### config.mk
export PLATFORM = sky130hd
export DESIGN_NAME = rfoc_top
export DESIGN_NICKNAME = d
export VERILOG_FILES = /design/src/logic/rfoc_pkg.sv /design/src/logic/rfoc_top.sv
export SDC_FILE = /design/constraint.sdc
export NUM_CORES = 2
export LEC_CHECK = 0
export ABC_AREA = 1
export BUFFER_PORTS_ARGS = -buffer_cell sky130_fd_sc_hd__buf_2
export CAP_MARGIN = 15
export CELL_PAD_IN_SITES_DETAIL_PLACEMENT = 0
export CELL_PAD_IN_SITES_GLOBAL_PLACEMENT = 1
export CORE_MARGIN = 1
export CORE_UTILIZATION = 24
export CTS_BUF_LIST = sky130_fd_sc_hd__clkbuf_2 sky130_fd_sc_hd__clkbuf_4 sky130_fd_sc_hd__clkbuf_8
export DETAILED_ROUTE_END_ITERATION = 8
export HOLD_SLACK_MARGIN = 0.08
export MAX_ROUTING_LAYER = met4
export PLACE_DENSITY = 0.45
export SYNTH_ARGS = -nofsm -noshare
export SYNTH_HDL_FRONTEND = slang
export SYNTH_SLANG_ARGS = --single-unit
### constraint.sdc
create_clock -name CLOCK -period 20.6 [get_ports CLOCK]
set_input_delay 4.12 -clock CLOCK [delete_from_list [all_inputs] [get_ports CLOCK]]
set_output_delay 4.12 -clock CLOCK [all_outputs]
set_load 0.01 [all_outputs]
### src/logic/rfoc_pkg.sv
package rfoc_pkg;
   // timing
   localparam int unsigned CLK_KHZ      = 125000;
   localparam int unsigned HOLD_MS      = 3000;
   localparam int unsigned BUSY_MS      = 3000;
   localparam int unsigned ABORT_MS     = 3000;
   localparam int unsigned HOLD_CYCLES  = HOLD_MS * CLK_KHZ;
   localparam int unsigned BUSY_CYCLES  = BUSY_MS * CLK_KHZ;
   localparam int unsigned ABORT_CYCLES = ABORT_MS * CLK_KHZ;
   // register byte offsets
   localparam logic [7:0] OFS_CTRL    = 8'h00;
   localparam logic [7:0] OFS_WINDOW  = 8'h04;
   localparam logic [7:0] OFS_OFFSET  = 8'h08;
   localparam logic [7:0] OFS_STATUS  = 8'h0C;
   localparam logic [7:0] OFS_DISPLAY = 8'h10;
   // control field positions
   localparam int CTRL_LEVEL_LSB = 0;
   localparam int CTRL_JCE_BIT   = 4;
   localparam int CTRL_FMT_LSB   = 8;
   localparam int CTRL_TYPE_LSB  = 12;
   localparam int OFFSET_NEG_BIT = 31;
   // reset values
   localparam logic [1:0]  LEVEL_RST = 2'h0;
   localparam logic        JCE_RST   = 1'b1;
   localparam logic [1:0]  FMT_RST   = 2'h0;
   localparam logic [3:0]  TYPE_RST  = 4'h2;
   localparam logic [19:0] WIN_RST   = 20'h00000;
   localparam logic [19:0] OFS_RST   = 20'h00000;
   localparam logic [19:0] WIN_MAX   = 20'h00099;
   // input types, last one is the millivolt mode
   localparam logic [3:0] TYPE_R  = 4'h4;
   localparam logic [3:0] TYPE_S  = 4'h5;
   localparam logic [3:0] TYPE_B  = 4'h6;
   localparam logic [3:0] TYPE_MV = 4'h8;
   // calibration sequence: 8 voltage points then 6 resistance points
   localparam logic [3:0] CAL_LAST = 4'hD;
   // access codes, values arbitrary
   localparam logic [19:0] CAL_CODE_DEF  = 20'h00001;
   localparam logic [19:0] DIAG_CODE_DEF = 20'h00005;
   localparam logic [2:0] DIG_SIGN = 3'h5;
   localparam logic [2:0] DIG_NONE = 3'h6;

   typedef enum logic [6:0] {
      IT_TYPE = 7'h01, IT_JCE = 7'h02, IT_FMT = 7'h04, IT_FILT = 7'h08,
      IT_WIN = 7'h10, IT_OFS = 7'h20, IT_CAL = 7'h40
   } rfoc_item_e;

   typedef enum logic [5:0] {
      PH_MENU = 6'h01, PH_CODE = 6'h02, PH_ABORT = 6'h04, PH_CALPT = 6'h08,
      PH_BUSY = 6'h10, PH_SPARE = 6'h20
   } rfoc_phase_e;
endpackage

### src/logic/rfoc_top.sv
// The implementer's own choices: the address map and register access over APB.
`timescale 1ns/100ps
// Functional notes
// - levels 0..3; level 0 passes sample through
// - level 1: quarter new, three quarters old
// - level 2: eighth new, seven eighths old
// - level 3: sixteenth new, fifteen sixteenths old
// - filter only inside +-window, window 0..99
// - outside window sample displayed directly
// - signed offset +-99999 added to display
// - scroll toggles junction compensation enable
// - compensation item skipped in millivolt mode
// - four formats, scroll cycles and applies at once, advance moves on
// - no tenths for types R, S, B
// - window digits edited, 3 s hold commits
// - offset digits and sign, wrap to LSD
// - zero code hold aborts, back to type
// - eight voltage points, busy after each
// - six resistance points, then calibration item
// - diagnostic code sets non-retained resistance mode
module rfoc_top
   import rfoc_pkg::*;
#(
   parameter int unsigned  HOLD_CYC  = HOLD_CYCLES,
   parameter int unsigned  BUSY_CYC  = BUSY_CYCLES,
   parameter int unsigned  ABORT_CYC = ABORT_CYCLES,
   parameter logic [19:0]  CAL_CODE  = CAL_CODE_DEF,
   parameter logic [19:0]  DIAG_CODE = DIAG_CODE_DEF
)(
   // clock and reset
   input  wire logic        CLOCK,
   input  wire logic        SYS_RST,
   // apb slave
   input  wire logic        PSEL,
   input  wire logic        PENABLE,
   input  wire logic        PWRITE,
   input  wire logic [7:0]  PADDR,
   input  wire logic [31:0] PWDATA,
   output logic      [31:0] PRDATA,
   output logic             PREADY,
   output logic             PSLVERR,
   // readings and buttons
   input  wire logic        SAMPLE_VALID,
   input  wire logic [23:0] SAMPLE_DATA,
   input  wire logic        BTN_SCROLL,
   input  wire logic        BTN_ADVANCE,
   // display and calibration
   output logic      [23:0] DISPLAY_VALUE,
   output logic             DISPLAY_VALID,
   output logic      [1:0]  DISPLAY_FORMAT,
   output logic             JUNCTION_COMP_ON,
   output logic             CAL_CAPTURE,
   output logic      [3:0]  CAL_POINT,
   output logic             CAL_BUSY,
   output logic             RESIST_DISPLAY
);

   typedef struct packed {
      logic        pready;
      logic [31:0] prdata;
      logic        pslverr;
      logic        s1_scr, s2_scr, scr_q;
      logic        s1_adv, s2_adv, adv_q;
      logic [31:0] hold_cnt;
      logic [31:0] tmr;
      logic [1:0]  filter_level;
      logic        junction_comp_enable;
      logic [1:0]  display_format;
      logic [3:0]  input_type;
      logic [19:0] filter_window;
      logic        ofs_neg;
      logic [19:0] display_offset;
      rfoc_item_e  item;
      rfoc_phase_e phase;
      logic [19:0] edit;
      logic        edit_neg;
      logic [2:0]  digit;
      logic        cal_yes;
      logic [3:0]  cal_step;
      logic        diag;
      logic        have_prev;
      logic [23:0] filt;
      logic [23:0] disp;
      logic        disp_valid;
      logic        cal_capture;
      logic        cal_busy;
      logic        jcomp;
   } rfoc_state_s;

   rfoc_state_s r, n;
   logic        scr_p, adv_p, hold_evt, rsb, in_win, millivolt_mode;
   logic [16:0] win_bin, ofs_bin;
   logic [24:0] diff, absdiff, shifted, ofs_s;
   logic [23:0] newv;
   logic [2:0]  shamt;

   function automatic logic [16:0] bcd2bin(input logic [19:0] b);
      logic [16:0] v;
      v = '0;
      for (int i = 4; i >= 0; i--)
         v = 17'(v * 17'd10 + 17'(b[i*4 +: 4]));
      return v;
   endfunction

   function automatic logic [19:0] inc_digit(input logic [19:0] b, input logic [2:0] d);
      logic [19:0] o;
      o = b;
      o[int'(d)*4 +: 4] = (b[int'(d)*4 +: 4] >= 4'h9) ? 4'h0 : 4'(b[int'(d)*4 +: 4] + 4'h1);
      return o;
   endfunction

   function automatic rfoc_item_e next_item(input rfoc_item_e it, input logic mv);
      case (it)
         IT_TYPE: next_item = mv ? IT_FILT : IT_JCE;
         IT_JCE:  next_item = IT_FMT;
         IT_FMT:  next_item = IT_FILT;
         IT_FILT: next_item = IT_WIN;
         IT_WIN:  next_item = IT_OFS;
         IT_OFS:  next_item = IT_CAL;
         default: next_item = IT_TYPE;
      endcase
   endfunction

   ////////////////////////////////////////////////////////////////////////////
   // filter datapath
   always_comb
   begin
      millivolt_mode = (r.input_type == TYPE_MV);
      rsb     = (r.input_type == TYPE_R) || (r.input_type == TYPE_S) || (r.input_type == TYPE_B);
      win_bin = bcd2bin(r.filter_window);
      ofs_bin = bcd2bin(r.display_offset);
      ofs_s   = r.ofs_neg ? 25'(-{8'h00, ofs_bin}) : {8'h00, ofs_bin};
      diff    = 25'({SAMPLE_DATA[23], SAMPLE_DATA} - {r.filt[23], r.filt});
      absdiff = diff[24] ? 25'(-diff) : diff;
      in_win  = r.have_prev && (absdiff <= {8'h00, win_bin});
      shamt   = 3'(r.filter_level) + 3'h1;
      shifted = 25'($signed(diff) >>> shamt);
      if (r.filter_level == 2'h0 || !in_win)
         newv = SAMPLE_DATA;
      else
         newv = 24'(r.filt + shifted[23:0]);
   end

   ////////////////////////////////////////////////////////////////////////////
   // next state
   always_comb
   begin
      n = r;
      n.s1_scr = BTN_SCROLL;
      n.s2_scr = r.s1_scr;
      n.scr_q  = r.s2_scr;
      n.s1_adv = BTN_ADVANCE;
      n.s2_adv = r.s1_adv;
      n.adv_q  = r.s2_adv;
      scr_p    = r.s2_scr && !r.scr_q;
      adv_p    = r.s2_adv && !r.adv_q;
      hold_evt = r.s2_adv && (r.hold_cnt == HOLD_CYC - 1);
      if (!r.s2_adv)
         n.hold_cnt = '0;
      else if (r.hold_cnt != HOLD_CYC)
         n.hold_cnt = r.hold_cnt + 32'h1;
      n.cal_capture = 1'b0;
      n.disp_valid  = 1'b0;

      if (SAMPLE_VALID)
      begin
         n.filt       = newv;
         n.have_prev  = 1'b1;
         n.disp       = 24'(newv + ofs_s[23:0]);
         n.disp_valid = 1'b1;
      end

      case (r.phase)
         PH_MENU:
         begin
            case (r.item)
               IT_TYPE:
               begin
                  if (scr_p)
                     n.input_type = (r.input_type >= TYPE_MV) ? 4'h0 : 4'(r.input_type + 4'h1);
               end
               IT_JCE:
               begin
                  if (scr_p)
                     n.junction_comp_enable = !r.junction_comp_enable;
               end
               IT_FMT:
               begin
                  if (scr_p)
                     n.display_format = rsb ? {!r.display_format[1], 1'b0}
                                            : 2'(r.display_format + 2'h1);
               end
               IT_FILT:
               begin
                  if (scr_p)
                     n.filter_level = 2'(r.filter_level + 2'h1);
               end
               IT_WIN:
               begin
                  if (scr_p)
                     n.edit = inc_digit(r.edit, r.digit);
                  if (adv_p)
                     n.digit = (r.digit == 3'h4) ? 3'h0 : 3'(r.digit + 3'h1);
                  if (hold_evt)
                  begin
                     n.filter_window = (bcd2bin(r.edit) > 17'd99) ? WIN_MAX : r.edit;
                     n.item     = IT_OFS;
                     n.edit     = r.display_offset;
                     n.edit_neg = r.ofs_neg;
                     n.digit    = 3'h0;
                  end
               end
               IT_OFS:
               begin
                  if (scr_p)
                  begin
                     if (r.digit < DIG_SIGN)
                        n.edit = inc_digit(r.edit, r.digit);
                     else
                        n.edit_neg = !r.edit_neg;
                  end
                  if (adv_p)
                     n.digit = (r.digit == DIG_NONE) ? 3'h0 : 3'(r.digit + 3'h1);
                  if (hold_evt)
                  begin
                     n.display_offset = r.edit;
                     n.ofs_neg = r.edit_neg;
                     n.item    = IT_CAL;
                     n.cal_yes = 1'b0;
                  end
               end
               default:
               begin
                  if (scr_p)
                     n.cal_yes = !r.cal_yes;
               end
            endcase
            if (adv_p && r.item != IT_WIN && r.item != IT_OFS)
            begin
               n.item = next_item(r.item, millivolt_mode);
               if (r.item == IT_FILT)
               begin
                  n.edit  = r.filter_window;
                  n.digit = 3'h0;
               end
               if (r.item == IT_CAL && r.cal_yes)
               begin
                  n.item  = IT_CAL;
                  n.phase = PH_CODE;
                  n.edit  = '0;
                  n.digit = 3'h0;
               end
            end
         end
         PH_CODE:
         begin
            if (scr_p)
               n.edit = inc_digit(r.edit, r.digit);
            if (adv_p)
               n.digit = (r.digit == 3'h4) ? 3'h0 : 3'(r.digit + 3'h1);
            if (hold_evt)
            begin
               n.tmr = '0;
               if (r.edit == 20'h00000)
                  n.phase = PH_ABORT;
               else if (r.edit == CAL_CODE)
               begin
                  n.phase    = PH_CALPT;
                  n.cal_step = 4'h0;
               end
               else
               begin
                  n.diag  = (r.edit == DIAG_CODE) ? 1'b1 : r.diag;
                  n.phase = PH_MENU;
                  n.item  = IT_CAL;
               end
            end
         end
         PH_ABORT:
         begin
            n.tmr = r.tmr + 32'h1;
            if (r.tmr >= ABORT_CYC - 1)
            begin
               n.phase = PH_MENU;
               n.item  = IT_TYPE;
            end
         end
         PH_CALPT:
         begin
            if (adv_p)
            begin
               n.cal_capture = 1'b1;
               n.phase       = PH_BUSY;
               n.tmr         = '0;
            end
         end
         PH_BUSY:
         begin
            n.tmr = r.tmr + 32'h1;
            if (r.tmr >= BUSY_CYC - 1)
            begin
               if (r.cal_step == CAL_LAST)
               begin
                  n.phase   = PH_MENU;
                  n.item    = IT_CAL;
                  n.cal_yes = 1'b0;
               end
               else
               begin
                  n.phase    = PH_CALPT;
                  n.cal_step = 4'(r.cal_step + 4'h1);
               end
            end
         end
         default:
            n.phase = PH_MENU;
      endcase

      // apb: setup cycle answers, access edge writes
      n.pready  = PSEL && !PENABLE;
      n.pslverr = 1'b0;
      n.prdata  = '0;
      if (PSEL && !PENABLE)
      begin
         case (PADDR)
            OFS_CTRL:    n.prdata = {16'h0000, r.input_type, 2'h0, r.display_format, 3'h0,
                                     r.junction_comp_enable, 2'h0, r.filter_level};
            OFS_WINDOW:  n.prdata = {12'h000, r.filter_window};
            OFS_OFFSET:  n.prdata = {r.ofs_neg, 11'h000, r.display_offset};
            OFS_STATUS:  n.prdata = {5'h00, r.digit, 2'h0, r.cal_yes, r.diag, r.cal_step,
                                     2'h0, r.phase, 1'b0, r.item};
            OFS_DISPLAY: n.prdata = {{8{r.disp[23]}}, r.disp};
            default:     n.pslverr = 1'b1;
         endcase
      end
      if (PSEL && PENABLE && r.pready && PWRITE)
      begin
         case (PADDR)
            OFS_CTRL:
            begin
               n.filter_level         = PWDATA[CTRL_LEVEL_LSB +: 2];
               n.junction_comp_enable = PWDATA[CTRL_JCE_BIT];
               n.display_format       = PWDATA[CTRL_FMT_LSB +: 2];
               if (PWDATA[CTRL_TYPE_LSB +: 4] <= TYPE_MV)
                  n.input_type = PWDATA[CTRL_TYPE_LSB +: 4];
            end
            OFS_WINDOW:
               n.filter_window = (bcd2bin(PWDATA[19:0]) > 17'd99) ? WIN_MAX : PWDATA[19:0];
            OFS_OFFSET:
            begin
               n.display_offset = PWDATA[19:0];
               n.ofs_neg        = PWDATA[OFFSET_NEG_BIT];
            end
            default:
               n.pslverr = r.pslverr;
         endcase
      end

      if (n.input_type == TYPE_R || n.input_type == TYPE_S || n.input_type == TYPE_B)
         n.display_format[0] = 1'b0;
      n.jcomp    = n.junction_comp_enable && (n.input_type != TYPE_MV);
      n.cal_busy = (n.phase == PH_BUSY);
   end

   always_ff @(posedge CLOCK or posedge SYS_RST)
   begin
      if (SYS_RST)
      begin
         r                      <= '0;
         r.filter_level         <= LEVEL_RST;
         r.junction_comp_enable <= JCE_RST;
         r.display_format       <= FMT_RST;
         r.input_type           <= TYPE_RST;
         r.filter_window        <= WIN_RST;
         r.display_offset       <= OFS_RST;
         r.item                 <= IT_TYPE;
         r.phase                <= PH_MENU;
         r.jcomp                <= JCE_RST;
      end
      else
         r <= n;
   end

   assign PRDATA           = r.prdata;
   assign PREADY           = r.pready;
   assign PSLVERR          = r.pslverr;
   assign DISPLAY_VALUE    = r.disp;
   assign DISPLAY_VALID    = r.disp_valid;
   assign DISPLAY_FORMAT   = r.display_format;
   assign JUNCTION_COMP_ON = r.jcomp;
   assign CAL_CAPTURE      = r.cal_capture;
   assign CAL_POINT        = r.cal_step;
   assign CAL_BUSY         = r.cal_busy;
   assign RESIST_DISPLAY   = r.diag;
endmodule

==> summary.txt <==
Placed design
  • GPL Wtd Cong: 0.8892
  • DP Wirelength: 110500 µm
  • PortBufs: 129

Global route
  • GRT Total Usage: 0.1923
  • Pin count of the biggest net entering global routing: 104
  • GRT overflow: 0
  • Vias in the first global route: 32658
  • Initial antenna violation count: 12
  • First-pass GRT wire length: 203000 µm

Clock tree
  • Hold_buf cts: 0
  • Clock Tree Buf Depth: 3
  • TritonCTS Buffers: 51
  • CTS-repair resized insts: 0
  • CTS Sinks: 246
  • Clk_lat worst skew: 0.72 ns
  • CTS tree: done
  • CTS clk-pin slew, worst paths: 0.06 ns
  • H-tree Lvls: 2
  • Post-CTS setup buffer count: 0
  • Root buf cell: clkbuf_8

Worst setup path
  • Crit path kind: reg -> reg
  • Delay-heaviest family, CP: adder cells
  • CP most frequent cell: nand2_1
  • Setup crit end kind: flip-flop
  • Critical path buffers and inverters: 9
  • WP data arrival: 13.18 ns
  • Worst EP required: 21.18 ns
  • Slowest stage cell, crit path: dfrtp_1
  • Slowest Stage Delay on Critical Path: 0.65 ns
  • Worst Setup Start Kind: flip-flop
  • Critical-path maximum fanout: 46

Route
  • Final wirelength: 134300 µm
  • 1st-iter DRT viols: 1995
  • Vias: 33121
  • Remaining DRCs: 0
  • Routed WL per cell: 18.85 µm
  • Drt pass-1 iters: 5
  • Remaining antenna violation count: 0
  • Vias/cell: 4.650

Final layout
  • Commonest non-fill, non-tap cell in the layout: nand2_1
  • Most frequent cells in the layout: 1278 x nand2_1, 782 x inv_1, 422 x ha_1
  • Layout cells sized above 1: 0.07575
  • Synthesis-to-layout area growth: 10.63%
  • Number of nets in the layout: 5727

Synth
  • Netlist cell types: 72
  • Cells after Synth: 5140
  • Largest area contributor in the netlist: dfrtp_1
  • Register area share after synthesis: 0.1826
  • Synth top area share: 0.1787
  • Yosys reg bits: 246
  • Top FF cell, synth: dfrtp_1
  • Post-synth EDFFs: 0
  • Post-synthesis instance area: 33750 µm²
  • Synth top area cells: dfrtp_1 18%, ha_1 16%, nand2_1 14%
  • Fraction of registers with async set/reset: 1.000
  • Synth warn: 0
  • Avg Synthesized Cell Area: 6.566 µm²

Die
  • Initial core utilization: 0.2419
  • Die area: 142100 µm²
  • I/O pin cnt: 141
  • Placeable Area: 139500 µm²
  • Die Wd: 377 µm
  • Die height: 377 µm
  • Rows: 137

Flow run
  • Max Cap Viol: 0

STA
  • Layout Skew: 0.05139 ns
  • Final Cycle Share: 0.6120
  • Fin. max-slew vios: 0
  • Slew headroom: 0.3174
  • Total negative slack: 0 ns
  • # setup viols final: 0
  • Slew at the pin with the worst max-slew slack: 1.021 ns
  • FMAX: 0.07932 GHz
  • RSZ-0062 raised after global routing: no
  • Min Tclk post-route: 12.61 ns
  • Hold Vio Cnt, Final: 0

Status
  • Outcome: complete, no violations

Worst hold path
  • HP Class: reg -> reg
[final cells by class]
class	instances	area (µm²)
Fill cell	15928	102200
Multi-Input combinational cell	3909	23630
Sequential cell	246	6162
Inverter	827	3114
Tap cell	1876	2347
Clock buffer	79	1006
Timing Repair Buffer	163	900.9
Clock inverter	17	162.7
Antenna cell	6	15.01
[state kept, by name, summed over array words and instances, names as in the netlist, 2 cells and up]
signal / count
CAL_POINT: 4
DISPLAY_FORMAT: 2
DISPLAY_VALUE: 24
PRDATA: 28
r: 177
n: 4
[per-stage QoR]
step | hold slack, ns | setup WS (ns) | instances | utilization | cell area, µm²
5_1_grt | 0.3611 | 6.978 | 7123 | 0.2676 | 37340
3_3_place_gp | 0.3341 | 7.834 | 7021 | 0.2591 | 36150
2_1_floorplan | 0.3312 | 9.654 | 5144 | - | 33760
4_1_cts | 0.3475 | 7.764 | 7117 | 0.2675 | 37320
6_report | 0.3458 | 7.992 | 7123 | 0.2676 | 37340
3_5_place_dp | 0.3356 | 7.846 | 7021 | 0.2591 | 36150
[logic make-up after synthesis]
family	Yosys count	share of synthesized area
AND/OR/NAND/NOR	2280	0.2931
buffers and inverters	989	0.1186
AO/OA/AOI/OAI	865	0.1491
adder cells (fa/ha/maj)	457	0.1772
XOR/XNOR	288	0.07515
flip-flops	246	0.1826
multiplexers	14	0.004152
other	1	0.0001111
[Yosys cell counts (14+ instances only)]
cell type  count
nand2_2       17
o22ai_1       16
a41oi_1       14
fa_1          35
a21oi_1      295
nand2_1     1278
mux2i_1       14
clkbuf_1      81
inv_1        783
dfrtp_1      241
inv_2         30
or2_2         14
nand3b_1      19
o2111ai_1     16
o21ai_0      307
a31oi_1       23
nand3_1      275
o211ai_1      55
nor2_1       354
xor2_1       206
o21ai_2       23
nand4_1      124
nor2_2        17
buf_4         64
ha_1         422
xnor2_1       81
o21bai_1      20
nor3_1        96
a21o_1        15
nor4_1        39
[per-layer routing]
layer	GRT usage	vias to the layer above	wire [µm]
met5	-	-	0
met4	0.03122	0	2114
met3	0.02420	90	6082
met2	0.2977	567	58690
met1	0.2691	15432	67410
li1	-	17032	-
[worst paths after layout]
kind | start | endpoint | slack [ns] | cells past startpoint
hold / removal | n[211] | n[210] | 0.35 | 0
setup reg to reg | r[136] | DISPLAY_VALUE[20] | 7.99 | 64
max in group asynchronous | SYS_RST | DISPLAY_VALUE[22] | 15.11 | 4
hold reg to reg | n[211] | n[210] | 0.35 | 0
min in group asynchronous | SYS_RST | r[196] | 3.54 | 2
setup / recovery | r[136] | DISPLAY_VALUE[20] | 7.99 | 64
Power is not shown: default switching activity piles up to over one toggle a cycle in this logic, so the estimate is an artifact.
